==> config.mk <==
export PLATFORM = sky130hd
export DESIGN_NAME = fpr_top
export DESIGN_NICKNAME = d
export VERILOG_FILES = /design/src/core/fpr_pkg.sv /design/src/core/fpr_round_dec.sv /design/src/core/fpr_nan_sel.sv /design/src/core/fpr_top.sv
export VERILOG_INCLUDE_DIRS = /design/src /design/src/core
export SDC_FILE = /design/constraint.sdc
export NUM_CORES = 1
export LEC_CHECK = 0
export ABC_CLOCK_PERIOD_IN_PS = 9100
export BUFFER_PORTS_ARGS = -buffer_cell sky130_fd_sc_hd__buf_2
export CAP_MARGIN = 40
export CORE_MARGIN = 3
export CORE_UTILIZATION = 40
export CTS_CLUSTER_DIAMETER = 30
export DETAILED_ROUTE_END_ITERATION = 7
export SYNTH_ARGS = -nofsm -noshare
export SYNTH_HDL_FRONTEND = slang
export SYNTH_HIERARCHICAL = 1
export SYNTH_SLANG_ARGS = --single-unit
==> constraint.sdc <==
create_clock -name sys_clk -period 9.1 [get_ports sys_clk]
set_clock_uncertainty 0.05 [all_clocks]
set_input_delay 0.455 -clock sys_clk [delete_from_list [all_inputs] [get_ports sys_clk]]
set_output_delay 0.455 -clock sys_clk [all_outputs]
set_load 0.005 [all_outputs]
==> src/core/fpr_consts.svh <==
// constants for the fp rounding and nan result block
// assumes a 32-bit ahb-lite register window with byte offsets below 8'h40
`ifndef FPR_CONSTS_SVH
`define FPR_CONSTS_SVH
// register byte offsets
`define FPR_OFF_FPU_CTRL 8'h00
`define FPR_OFF_FPU_STAT 8'h04
`define FPR_OFF_SIMD_CSR 8'h08
`define FPR_OFF_OPA 8'h0C
`define FPR_OFF_OPB 8'h10
`define FPR_OFF_OPADDR 8'h14
`define FPR_OFF_CMD 8'h18
`define FPR_OFF_RESULT 8'h1C
`define FPR_OFF_FAULT_ADDR 8'h20
`define FPR_OFF_STATUS 8'h24
`define FPR_OFF_EXT 8'h28
// field positions
`define FPR_FLAG_LSB 0
`define FPR_FPU_MASK_LSB 0
`define FPR_FPU_RC_LSB 10
`define FPR_SIMD_MASK_LSB 7
`define FPR_SIMD_RC_LSB 13
`define FPR_CMD_UNIT_BIT 0
`define FPR_CMD_OP_LSB 4
`define FPR_CMD_INV_BIT 8
`define FPR_CMD_DZ_BIT 9
`define FPR_CMD_DEN_BIT 10
`define FPR_CMD_TWO_BIT 11
`define FPR_QUIET_BIT 22
// flag bit order inside a six-bit flag or mask group
`define FPR_EX_INV 0
`define FPR_EX_DEN 1
`define FPR_EX_DZ 2
`define FPR_EX_OVF 3
`define FPR_EX_UNF 4
`define FPR_EX_INX 5
// reset values and fixed encodings
`define FPR_FPU_CTRL_RST 32'h0000003F
`define FPR_SIMD_CSR_RST 32'h00001F80
`define FPR_QNAN_INDEF 32'hFFC00000
`define FPR_EXP_MAX 8'hFF
`endif

==> src/core/fpr_pkg.sv <==
// types shared by the fp rounding and nan result block
// assumes fpr_consts.svh supplies the numeric constants
`default_nettype none
package fpr_pkg;
    // rounding-control field encodings
    typedef enum logic [1:0] {
        FPR_RC_NEAREST = 2'h0,
        FPR_RC_DOWN = 2'h1,
        FPR_RC_UP = 2'h2,
        FPR_RC_ZERO = 2'h3
    } fpr_rc_type;
    // operation codes; codes 2..7 are the truncating conversions
    typedef enum logic [2:0] {
        FPR_OP_ARITH = 3'h0,
        FPR_OP_COMPARE = 3'h1,
        FPR_OP_TRUNC_PD2DQ = 3'h2,
        FPR_OP_TRUNC_PS2DQ = 3'h3,
        FPR_OP_TRUNC_PD2MM = 3'h4,
        FPR_OP_TRUNC_PS2MM = 3'h5,
        FPR_OP_TRUNC_SD2INT = 3'h6,
        FPR_OP_TRUNC_SS2INT = 3'h7
    } fpr_op_type;
    // bus slave data-phase states, gray along idle-rdwait-rddone and idle-write
    typedef enum logic [1:0] {
        FPR_BUS_IDLE = 2'h0,
        FPR_BUS_WRITE = 2'h2,
        FPR_BUS_RDWAIT = 2'h1,
        FPR_BUS_RDDONE = 2'h3
    } fpr_bus_type;
endpackage
`default_nettype wire

==> src/core/fpr_round_dec.sv <==
// rounding decision: whether to bump the retained lsb
// assumes guard and sticky bits of the exact value are given
`timescale 1ns/10ps
`default_nettype none
module fpr_round_dec (
    input wire logic [1:0] mode,
    input wire logic sign,
    input wire logic lsb,
    input wire logic guard,
    input wire logic sticky,
    output logic inc,
    output logic inexact
);
    // pick lower or upper neighbour of the exact value
    always_comb
    begin
        inexact = guard | sticky;
        case (fpr_pkg::fpr_rc_type'(mode))
            fpr_pkg::FPR_RC_NEAREST: inc = guard & (sticky | lsb);
            fpr_pkg::FPR_RC_DOWN: inc = sign & inexact;
            fpr_pkg::FPR_RC_UP: inc = ~sign & inexact;
            fpr_pkg::FPR_RC_ZERO: inc = 1'b0;
            default: inc = 1'b0;
        endcase
    end
endmodule // fpr_round_dec
`default_nettype wire

==> src/core/fpr_nan_sel.sv <==
// nan propagation for one or two single-precision sources
// assumes the caller already knows whether the op is scalar-stack or simd
`timescale 1ns/10ps
`default_nettype none
`include "fpr_consts.svh"
module fpr_nan_sel (
    input wire logic [31:0] opa,
    input wire logic [31:0] opb,
    input wire logic two_op,
    input wire logic simd,
    output logic [31:0] result,
    output logic any_nan,
    output logic any_snan
);
    // nan: max exponent with nonzero fraction, sign ignored
    function automatic logic f_is_nan(input logic [31:0] v);
        f_is_nan = (v[30:23] == `FPR_EXP_MAX) && (v[22:0] != 23'h000000);
    endfunction
    // signalling when the top fraction bit is clear
    function automatic logic f_is_snan(input logic [31:0] v);
        f_is_snan = f_is_nan(v) && !v[`FPR_QUIET_BIT];
    endfunction
    logic a_nan, b_nan, a_sn, b_sn;
    logic [31:0] qa, qb;
    // quieting sets one bit only, so payloads survive
    assign qa = opa | (32'h1 << `FPR_QUIET_BIT);
    assign qb = opb | (32'h1 << `FPR_QUIET_BIT);
    assign a_nan = f_is_nan(opa);
    assign b_nan = two_op && f_is_nan(opb);
    assign a_sn = f_is_snan(opa);
    assign b_sn = two_op && f_is_snan(opb);
    assign any_nan = a_nan | b_nan;
    assign any_snan = a_sn | b_sn;
    // simd takes the first nan; stack prefers quiet, then larger payload
    always_comb
    begin
        if (simd)
            result = a_nan ? qa : qb;
        else if (a_nan && b_nan && (a_sn != b_sn))
            result = a_sn ? opb : opa;
        else if (a_nan && b_nan)
            result = (opa[22:0] >= opb[22:0]) ? qa : qb;
        else
            result = a_nan ? qa : qb;
    end
endmodule // fpr_nan_sel
`default_nettype wire

==> src/core/fpr_top.sv <==
// fp rounding and nan result engine behind an ahb-lite register window
// assumes a single ahb-lite master, whole-word transfers, one clock
//
// Implementation choices: the register addresses and the AHB-Lite interface to the registers.
`timescale 1ns/10ps
`default_nettype none
`include "fpr_consts.svh"
module fpr_top #(
    parameter int ADDR_W = 8 // decoded address bits
) (
    input wire logic sys_clk,
    input wire logic arst_n,
    input wire logic hsel,
    input wire logic [31:0] haddr,
    input wire logic [1:0] htrans,
    input wire logic hwrite,
    input wire logic [2:0] hsize,
    input wire logic [31:0] hwdata,
    input wire logic hready,
    output logic [31:0] hrdata,
    output logic hreadyout,
    output logic hresp,
    output logic exc_trap // level: an unmasked exception awaits service
);
    // bus slave state
    fpr_pkg::fpr_bus_type bus_state; // data-phase tracking
    fpr_pkg::fpr_bus_type next_bus_state;
    logic [ADDR_W-1:0] dp_addr; // address latched in address phase
    logic addr_take; // an address phase is accepted this edge
    logic wr_en; // data-phase write strobe
    logic [31:0] rd_mux; // register selected for reading
    // software-visible registers
    logic [5:0] fpu_mask; // stack unit exception masks
    logic [1:0] fpu_rc; // stack unit rounding_control_field
    logic [5:0] fpu_flag; // stack unit sticky flags
    logic [5:0] simd_flag; // simd sticky flags
    logic [5:0] simd_mask; // simd exception masks
    logic [1:0] simd_rc; // simd rounding_control_field
    logic [31:0] opa; // first operand / exact value
    logic [31:0] opb; // second operand
    logic [31:0] op_ext; // exact bits below the retained lsb
    logic [31:0] opaddr; // memory address of the first operand
    logic [11:0] cmd; // latched command word
    logic [31:0] result; // delivered result
    logic [31:0] fault_addr; // operand address captured at trap
    logic trap; // pending unmasked exception
    logic exec_go; // execute slot follows a command write
    // execute-stage combinational values
    logic ex_simd, ex_two, ex_trunc, ex_cmp;
    fpr_pkg::fpr_op_type ex_op;
    logic [1:0] ex_mode; // rounding mode in force this cycle
    logic [5:0] ex_mask;
    logic [31:0] nan_res;
    logic any_nan, any_snan;
    logic rnd_inc, rnd_inexact;
    logic [30:0] mag_sum; // exponent and fraction after increment
    logic [5:0] ex_flags; // exceptions raised by this operation
    logic [31:0] ex_result;
    logic ex_unmasked; // some raised exception is unmasked
    logic ex_precomp_trap; // trap before any result is formed

    // address phase acceptance; no accept while a read is waiting
    assign addr_take = hsel && htrans[1] && hready &&
        (bus_state != fpr_pkg::FPR_BUS_RDWAIT);
    assign wr_en = (bus_state == fpr_pkg::FPR_BUS_WRITE);
    // one wait state only on reads, so read data come from a register
    assign hreadyout = (bus_state != fpr_pkg::FPR_BUS_RDWAIT);
    assign hresp = 1'b0;
    assign exc_trap = trap;

    // next data-phase state
    always_comb
    begin
        case (bus_state)
            fpr_pkg::FPR_BUS_RDWAIT: next_bus_state = fpr_pkg::FPR_BUS_RDDONE;
            fpr_pkg::FPR_BUS_IDLE,
            fpr_pkg::FPR_BUS_WRITE,
            fpr_pkg::FPR_BUS_RDDONE:
            begin
                if (!addr_take)
                    next_bus_state = fpr_pkg::FPR_BUS_IDLE;
                else if (hwrite)
                    next_bus_state = fpr_pkg::FPR_BUS_WRITE;
                else
                    next_bus_state = fpr_pkg::FPR_BUS_RDWAIT;
            end
            default: next_bus_state = fpr_pkg::FPR_BUS_IDLE;
        endcase
    end

    // bus state and latched address
    always_ff @(posedge sys_clk or negedge arst_n)
    begin
        if (!arst_n)
        begin
            bus_state <= fpr_pkg::FPR_BUS_IDLE;
            dp_addr <= '0;
        end
        else
        begin
            bus_state <= next_bus_state;
            if (addr_take)
                dp_addr <= haddr[ADDR_W-1:0];
        end
    end

    // read multiplexer; unmapped offsets read zero
    always_comb
    begin
        case (dp_addr)
            `FPR_OFF_FPU_CTRL: rd_mux = {20'h00000, fpu_rc, 4'h0, fpu_mask};
            `FPR_OFF_FPU_STAT: rd_mux = {26'h0000000, fpu_flag};
            `FPR_OFF_SIMD_CSR:
                rd_mux = {17'h00000, simd_rc, simd_mask, 1'b0, simd_flag};
            `FPR_OFF_OPA: rd_mux = opa;
            `FPR_OFF_OPB: rd_mux = opb;
            `FPR_OFF_OPADDR: rd_mux = opaddr;
            `FPR_OFF_CMD: rd_mux = {20'h00000, cmd};
            `FPR_OFF_RESULT: rd_mux = result;
            `FPR_OFF_FAULT_ADDR: rd_mux = fault_addr;
            `FPR_OFF_STATUS: rd_mux = {30'h00000000, exec_go, trap};
            `FPR_OFF_EXT: rd_mux = op_ext;
            default: rd_mux = 32'h00000000;
        endcase
    end

    // read data register, loaded during the wait state
    always_ff @(posedge sys_clk or negedge arst_n)
    begin
        if (!arst_n)
            hrdata <= 32'h00000000;
        else if (bus_state == fpr_pkg::FPR_BUS_RDWAIT)
            hrdata <= rd_mux;
    end

    // execute-stage decode from the latched command
    assign ex_simd = cmd[`FPR_CMD_UNIT_BIT];
    assign ex_two = cmd[`FPR_CMD_TWO_BIT];
    assign ex_op = fpr_pkg::fpr_op_type'(cmd[`FPR_CMD_OP_LSB +: 3]);
    assign ex_cmp = (ex_op == fpr_pkg::FPR_OP_COMPARE);
    assign ex_trunc = (ex_op != fpr_pkg::FPR_OP_ARITH) && !ex_cmp;
    assign ex_mask = ex_simd ? simd_mask : fpu_mask;
    // truncating conversions force round toward zero; other ops read their own unit's field, live at execute time
    always_comb
    begin
        if (ex_trunc)
            ex_mode = 2'(fpr_pkg::FPR_RC_ZERO);
        else if (ex_simd)
            ex_mode = simd_rc;
        else
            ex_mode = fpu_rc;
    end

    // nan selection between the two sources
    fpr_nan_sel u_nan (
        .opa(opa),
        .opb(opb),
        .two_op(ex_two),
        .simd(ex_simd),
        .result(nan_res),
        .any_nan(any_nan),
        .any_snan(any_snan)
    );

    // rounding decision on the bits below the retained lsb
    fpr_round_dec u_rnd (
        .mode(ex_mode),
        .sign(opa[31]),
        .lsb(opa[0]),
        .guard(op_ext[31]),
        .sticky(|op_ext[30:0]),
        .inc(rnd_inc),
        .inexact(rnd_inexact)
    );

    // a carry out of the fraction steps the exponent, never past one ulp
    assign mag_sum = opa[30:0] + {30'h00000000, rnd_inc};

    // result and exception classification for one operation
    always_comb
    begin
        ex_flags = 6'h00;
        ex_result = opa;
        if (cmd[`FPR_CMD_DEN_BIT])
            ex_flags[`FPR_EX_DEN] = 1'b1;
        if (any_nan)
        begin
            // nan results ignore the mode and are never inexact
            ex_result = nan_res;
            ex_flags[`FPR_EX_INV] = any_snan;
        end
        else if (cmd[`FPR_CMD_INV_BIT])
        begin
            ex_result = `FPR_QNAN_INDEF;
            ex_flags[`FPR_EX_INV] = 1'b1;
        end
        else if (cmd[`FPR_CMD_DZ_BIT])
        begin
            ex_result = {opa[31] ^ opb[31], `FPR_EXP_MAX, 23'h000000};
            ex_flags[`FPR_EX_DZ] = 1'b1;
        end
        else if (ex_cmp)
            ex_result = {31'h00000000, opa == opb};
        else
        begin
            // exact values pass unchanged since inc needs a dropped bit
            ex_result = {opa[31], mag_sum};
            ex_flags[`FPR_EX_INX] = rnd_inexact;
            if (rnd_inexact && mag_sum[30:23] == `FPR_EXP_MAX)
                ex_flags[`FPR_EX_OVF] = 1'b1;
            if (rnd_inexact && mag_sum[30:23] == 8'h00)
                ex_flags[`FPR_EX_UNF] = 1'b1;
        end
    end

    // an unmasked condition diverts to the handler
    assign ex_unmasked = |(ex_flags & ~ex_mask);
    // invalid, divide and denormal stop before a result is stored
    assign ex_precomp_trap = |(ex_flags & ~ex_mask & 6'h07);

    // stack unit control register
    always_ff @(posedge sys_clk or negedge arst_n)
    begin
        if (!arst_n)
        begin
            fpu_mask <= 6'(`FPR_FPU_CTRL_RST >> `FPR_FPU_MASK_LSB);
            fpu_rc <= 2'(fpr_pkg::FPR_RC_NEAREST);
        end
        else if (wr_en && dp_addr == `FPR_OFF_FPU_CTRL)
        begin
            fpu_mask <= hwdata[`FPR_FPU_MASK_LSB +: 6];
            fpu_rc <= hwdata[`FPR_FPU_RC_LSB +: 2];
        end
    end

    // stack unit sticky flags; a new event beats a write-one clear
    always_ff @(posedge sys_clk or negedge arst_n)
    begin
        if (!arst_n)
            fpu_flag <= 6'h00;
        else
        begin
            if (wr_en && dp_addr == `FPR_OFF_FPU_STAT)
                fpu_flag <= (fpu_flag & ~hwdata[5:0]) |
                    ((exec_go && !ex_simd) ? ex_flags : 6'h00);
            else if (exec_go && !ex_simd)
                fpu_flag <= fpu_flag | ex_flags;
        end
    end

    // simd control and status register
    always_ff @(posedge sys_clk or negedge arst_n)
    begin
        if (!arst_n)
        begin
            simd_flag <= 6'h00;
            simd_mask <= 6'(`FPR_SIMD_CSR_RST >> `FPR_SIMD_MASK_LSB);
            simd_rc <= 2'(fpr_pkg::FPR_RC_NEAREST);
        end
        else
        begin
            if (wr_en && dp_addr == `FPR_OFF_SIMD_CSR)
            begin
                simd_mask <= hwdata[`FPR_SIMD_MASK_LSB +: 6];
                simd_rc <= hwdata[`FPR_SIMD_RC_LSB +: 2];
                simd_flag <= (simd_flag & ~hwdata[5:0]) |
                    ((exec_go && ex_simd) ? ex_flags : 6'h00);
            end
            else if (exec_go && ex_simd)
                simd_flag <= simd_flag | ex_flags;
        end
    end

    // operand registers; a simd result overwrites the first operand
    always_ff @(posedge sys_clk or negedge arst_n)
    begin
        if (!arst_n)
        begin
            opa <= 32'h00000000;
            opb <= 32'h00000000;
            op_ext <= 32'h00000000;
            opaddr <= 32'h00000000;
        end
        else
        begin
            // a bus write in the execute cycle is newer, so it wins
            if (wr_en && dp_addr == `FPR_OFF_OPA)
                opa <= hwdata;
            else if (exec_go && ex_simd && !ex_precomp_trap)
                opa <= ex_result;
            if (wr_en && dp_addr == `FPR_OFF_OPB)
                opb <= hwdata;
            if (wr_en && dp_addr == `FPR_OFF_EXT)
                op_ext <= hwdata;
            if (wr_en && dp_addr == `FPR_OFF_OPADDR)
                opaddr <= hwdata;
        end
    end

    // command latch and execute slot
    always_ff @(posedge sys_clk or negedge arst_n)
    begin
        if (!arst_n)
        begin
            cmd <= 12'h000;
            exec_go <= 1'b0;
        end
        else
        begin
            exec_go <= wr_en && dp_addr == `FPR_OFF_CMD;
            if (wr_en && dp_addr == `FPR_OFF_CMD)
                cmd <= hwdata[11:0];
        end
    end

    // delivered result; untouched when a pre-computation trap fires
    always_ff @(posedge sys_clk or negedge arst_n)
    begin
        if (!arst_n)
            result <= 32'h00000000;
        else if (exec_go && !ex_precomp_trap)
            result <= ex_result;
    end

    // trap flag and faulting operand address
    always_ff @(posedge sys_clk or negedge arst_n)
    begin
        if (!arst_n)
        begin
            trap <= 1'b0;
            fault_addr <= 32'h00000000;
        end
        else
        begin
            if (exec_go && ex_unmasked)
                trap <= 1'b1;
            else if (wr_en && dp_addr == `FPR_OFF_STATUS && hwdata[0])
                trap <= 1'b0;
            if (exec_go && ex_unmasked)
                fault_addr <= opaddr;
        end
    end
endmodule // fpr_top
`default_nettype wire

# Word-level counts from Yosys, hierarchy flattened
# Cells that the tools add are included.
[word_totals]
out_inout_bits = 35
ff_bits = 276
elab_cells = 148
[op_classes]
add_sub_neg = 1
bitwise = 18
eq_ne = 23
muxes = 38
n_reduce_logical = 49
n_lt_le_gt_ge = 1
[ops]
columns = ["operator", "count"]
rows = [
  ["2-to-1 mux 32 bit", 12],
  ["case mux 32 bit (11 select lines)", 1],
  ["nonzero test 23 bit", 2],
  ["2-to-1 mux 6 bit", 7],
  ["== test 32 bit", 1],
  ["== test 8 x 5 -> 1 bit, second input constant", 4],
  ["adder 31 x 1 -> 31 bit", 1],
  ["OR reduction 31 bit", 1],
  ["logical AND 1 bit", 29],
  ["== test 8 x 6 -> 1 bit, second input constant", 3],
  ["== test 8 bit, second input constant", 3],
  ["bitwise OR 6 bit", 4],
  [">= comparator 23 bit", 1],
  ["bitwise AND 6 bit", 3],
  ["== test 8 x 4 -> 1 bit, second input constant", 2],
  ["zero test 8 bit", 2],
  ["inverter 6 bit", 2],
  ["== test 2 bit, second input constant", 4],
  ["== test 8 x 3 -> 1 bit, second input constant", 1],
  ["2-to-1 mux 1 bit", 8],
  ["2-to-1 mux 2 bit", 4],
  ["2-to-1 mux 4 bit", 2],
  ["nonzero test 2 bit", 4],
  ["2-to-1 mux 3 bit", 2],
  ["15 further kinds", 27],
]

# Depth between registers and ports, before layout
[logic_depth]
depth_word = 20
ltp_mapped = 18
ltp_nobuf = 16

# Cells and area by module
# Netlist, hierarchy kept.
[modules_own_cells]
columns = ["module", "area_each_um2", "cells_each", "n_inst"]
rows = [
  ["fpr_top", 13874.6, 1266, 1],
  ["fpr_nan_sel", 1275.0, 159, 1],
  ["fpr_round_dec", 75.1, 11, 1],
]

# Worst setup path before layout
# No wires, ideal clock.
[synth_timing]
kind = "reg-to-reg"
startpoint = "register cmd[0]"
endpoint = "register fault_addr[10]"
required_ns = 8.925
path_buffers = 2
setup_ns = 0.125
arrival_time_ns = 3.678
setup_slack_ns = 5.247
period_less_slack_ns = 3.853
stages_incl_launch_ff = 19
cell_sequence = "dfrtp_1 -> buf_1 -> mux2i_1 -> nand2_1 -> inv_1 -> ha_1 -> xor2_1 -> nand3b_1 -> a21oi_1 -> ha_1 -> ha_1 -> and4_1 -> and4_1 -> a41oi_1 -> nor4_1 -> a41oi_2 -> nand2_4 -> buf_12 -> mux2_4"
[synth_via]
elab_chain_cells = 15
[synth_rtl]
columns = ["element", "line_no", "source"]
rows = [
  ["from (decl)", "fpr_top.sv:43", "logic [11:0] cmd;"],
  ["from (signal assigned)", "fpr_top.sv:312", "cmd <= hwdata[11:0];"],
  ["2-to-1 mux 2 bit *", "fpr_top.sv:148", "else if (ex_simd)"],
  ["2-to-1 mux 2 bit *", "fpr_top.sv:146", "if (ex_trunc)"],
  ["named net ex_mode[0]", "fpr_top.sv:51", "logic [1:0] ex_mode;"],
  ["== test 2 bit, or another cell as far along", "fpr_round_dec.sv:18", "case (fpr_pkg::fpr_rc_type'(mode))"],
  ["case mux 1 bit (4 select lines) *", "fpr_round_dec.sv:18", ""],
  ["named net rnd_inc", "fpr_top.sv:55", "logic rnd_inc, rnd_inexact;"],
  ["adder 31 x 1 -> 31 bit *", "fpr_top.sv:177", "assign mag_sum = opa[30:0] + {30'h00000000, rnd_inc};"],
  ["== test 8 bit (no source line) / zero test 8 bit (equally long branches)", "-", ""],
  ["logical AND 1 bit (on tied branches)", "-", ""],
  ["2-to-1 mux 1 bit (on tied branches)", "fpr_top.sv:209, fpr_top.sv:211", ""],
  ["2-to-1 mux 3 bit *", "fpr_top.sv:202", "else if (ex_cmp)"],
  ["2-to-1 mux 3 bit *", "fpr_top.sv:197", "else if (cmd[`FPR_CMD_DZ_BIT])"],
  ["2-to-1 mux 4 bit *", "fpr_top.sv:192", "else if (cmd[`FPR_CMD_INV_BIT])"],
  ["2-to-1 mux 4 bit *", "fpr_top.sv:186", "if (any_nan)"],
  ["bitwise AND 6 bit *", "-", ""],
  ["OR reduction 6 bit *", "fpr_top.sv:217", "assign ex_unmasked = |(ex_flags & ~ex_mask);"],
  ["logical AND 1 bit *", "fpr_top.sv:339", "if (exec_go && ex_unmasked)"],
  ["to (signal assigned)", "fpr_top.sv:340", "fault_addr <= opaddr;"],
  ["to (decl)", "fpr_top.sv:45", "logic [31:0] fault_addr;"],
]
# Mark *: on every way through the listed nets, which the timed path passes. The rest lies on a longest branch.
# A chain may end at the register's enable or synchronous reset.

# Worst setup path after layout
[layout_timing]
startpoint = "register cmd[0]"
endpoint = "register fault_addr[31]"
# Same word-level chain as after synthesis.

==> qor.txt <==
Register area share after synthesis: 0.455
Max Cap Viol: 0
Drt wl/cell: 23.8 um
VDD IR max: 0.186 mV
RSZ-0062 raised after global routing: no
DIE AREA: 0.0404 mm2
Largest net degree at the start of global routing: 98
Post-synth EDFFs: 0
P&R area growth vs syn: 21.9%
# nets final: 1,618
Final setup TNS: 0 ps
Avg Cell Area, Syn: 10.6 um2
Vias: 12,233
Run status: finished clean
Cts hold-fix bufs: 1
Filler cell count in the final layout: 3,286
Setup WS post-layout: 3830 ps
Worst Setup Start Kind: register
Core box area: 0.0370 mm2
Number of vias per cell: 5.90
Final worst-path cycle share: 0.580
Setup Viol. Count Final: 0
Die W: 201 um
Clk slew on worst S/H paths: 50 ps
Most common library cell in the layout ignoring fill and taps: dfrtp_1
Ys flop type: dfrtp_1
Clock latency on the worst-skew pair: 590 ps
Initial Utilization: 0.411
Max-slew headroom: 0.386
R2R setup slack: 3830 ps
Crit path largest cell delay: 830 ps
Drc violations: 0
GRT overflow: 0
First-pass GRT wire length: 76.1 mm
Highest-count cells in the layout ignoring fill and taps: dfrtp_1 (264), mux2_2 (153), nand2_1 (141)
CP arrival: 5660 ps
FFs w/ async S/R, synth: 1.00
Syn Std Cell Area: 0.0152 mm2
Critical Path, Cell by Cell: mux2i_1 -> nand2_1 -> inv_1 -> ha_1 -> xor2_1 -> nand3b_1 -> a21oi_1 -> ha_1 -> ha_1 -> nand4_1 -> nor3_1 -> a31oi_1 -> nor4_1 -> a41oi_2 -> nand2_4 -> mux2_2
YS warnings: 6
Synth cell types: 76
Crit. End Element: register
Port bufs: 79
CTS max path bufs: 3
Yosys reg bits: 276
Worst Hold Endpoint: bus_state[0]
Initial antenna violation count: 0
Most common cell on crit path: ha_1
Crit Path Max Fanout: 33
Fmax: 190 MHz
Post-DP HPWL: 33.1 mm
Required time of the critical path: 9490 ps
Clock sink count: 276
IO Count: 109
Max-slew violation count: 0
CTS root buf: clkbuf_16
# diodes: 0
Hold WC Path Type: in -> reg
DR iter-0 viols: 1,006
RR Endpoint: fault_addr[31]
Synth Net Count: 1,538
Vias in the first global route: 12,539
Postcts setup bufs: 0
Min cycle time layout: 5270 ps
CP delay by family, top: simple AND/OR/NAND/NOR gates
RD Place Congestion: 0.935
DR pass1 iterations: 6
WL final: 49.3 mm
CP bufs+invs: 1
Power density over the cells: 315 mW/mm2
CTS tree: built
Slowest CP cell: dfrtp_1
Leakage power: 7.77 nW
FF-to-FF Start: cmd[0]
Setup slack at placement: 3890 ps
Hold Fails Final Rpt: 0
Cts repair resizes: 0
Hold Path Depth: 2
Hold path start: hwrite
Num CTS Buffers: 70
Least-Margin Pin Slew: 918 ps
Site Rows: 70
Post-Synthesis Cells: 1,436
Die span in y: 201 um
WS Path Type: reg -> reg
Post-DRT Antenna Nets: 0
R2R depth: 16
Share of cells above drive strength 1: 0.296
CTS H-Tree Depth: 3
All-Layer GR Usage: 0.242
WHS: 36.3 ps
worst max path at each step:
stage,start,endpoint,slack (ps),cells after the start
6_report,cmd[0],fault_addr[31],3830,16
5_1_grt,cmd[0],fault_addr[31],3540,15
4_1_cts,opa[1],fault_addr[31],3870,12
3_5_place_dp,opa[1],fault_addr[1],3890,12
3_3_place_gp,opa[1],fault_addr[1],3880,12
2_1_floorplan,cmd[0],fault_addr[10],5250,18
flip-flops by register name, indices dropped and copies added, names as in the netlist:
register	count
simd_flag	6
exec_go	1
bus_state	2
hrdata	32
result	32
op_ext	32
fpu_mask	6
dp_addr	8
fault_addr	32
exc_trap	1
cmd	12
opaddr	32
fpu_flag	6
simd_mask	6
opb	32
simd_rc	2
fpu_rc	2
opa	32
stage by stage:
step / utilization / instance area [um2] / total power [mW] / instances
after floorplan: - / 15200 / 2.78 / 1436
after global placement: 0.432 / 16000 / 3.26 / 1941
after detailed placement: 0.435 / 16100 / 3.31 / 1947
after CTS: 0.501 / 18600 / 5.86 / 2074
after global routing: 0.501 / 18600 / 6.15 / 2074
final: 0.501 / 18600 / 5.85 / 2074
Yosys cell counts (all sizes together), types with 22 or more instances:
cell | number | share of area
a22oi | 81 | 0.040
nor4 | 27 | 0.012
dfrtp | 264 | 0.43
buf | 30 | 0.013
xor2 | 37 | 0.021
nand2 | 143 | 0.036
nor2 | 81 | 0.020
inv | 42 | 0.010
nand3 | 28 | 0.0092
a41oi | 22 | 0.014
a21oi | 38 | 0.013
ha | 28 | 0.023
mux2 | 202 | 0.16
clkbuf | 68 | 0.017
o21ai | 76 | 0.025
nand4 | 27 | 0.012
xnor2 | 24 | 0.014
report_power, final:
group | leakage [nW] | internal (mW) | switching, mW
logic | 3.31 | 0.597 | 0.686
registers | 3.28 | 1.55 | 0.490
clock network | 1.18 | 1.78 | 0.747
area by class of cell:
cell class,count,area (um2),area share
Clock buffer,99,2040,0.110
Clock inverter,27,393,0.0212
Inverter,43,161,0.00870
Multi-Input combinational cell,1019,7730,0.416
Sequential cell,276,6920,0.373
Tap cell,504,631,0.0340
Timing Repair Buffer,106,682,0.0367
cell families (layout without fill, tap and decap cells):
| group | after synthesis | in the layout | share of synthesized area |
|---|---|---|---|
| multiplexers | 223 | 223 | 0.175 |
| AND/OR/NAND/NOR | 397 | 397 | 0.130 |
| adder cells (fa/ha/maj) | 28 | 28 | 0.0230 |
| flip-flops | 276 | 276 | 0.455 |
| XOR/XNOR | 61 | 61 | 0.0351 |
| other | 1 | 1 | 0.000246 |
| buffers and inverters | 141 | 275 | 0.0402 |
| AO/OA/AOI/OAI | 309 | 309 | 0.142 |
layer usage:
metal	global-route usage	part of all wire
met1	0.327	0.44
met2	0.382	0.46
met3	0.0508	0.070
met4	0.0966	0.028
met5	0	0
Power figures use the tool's default switching activity.
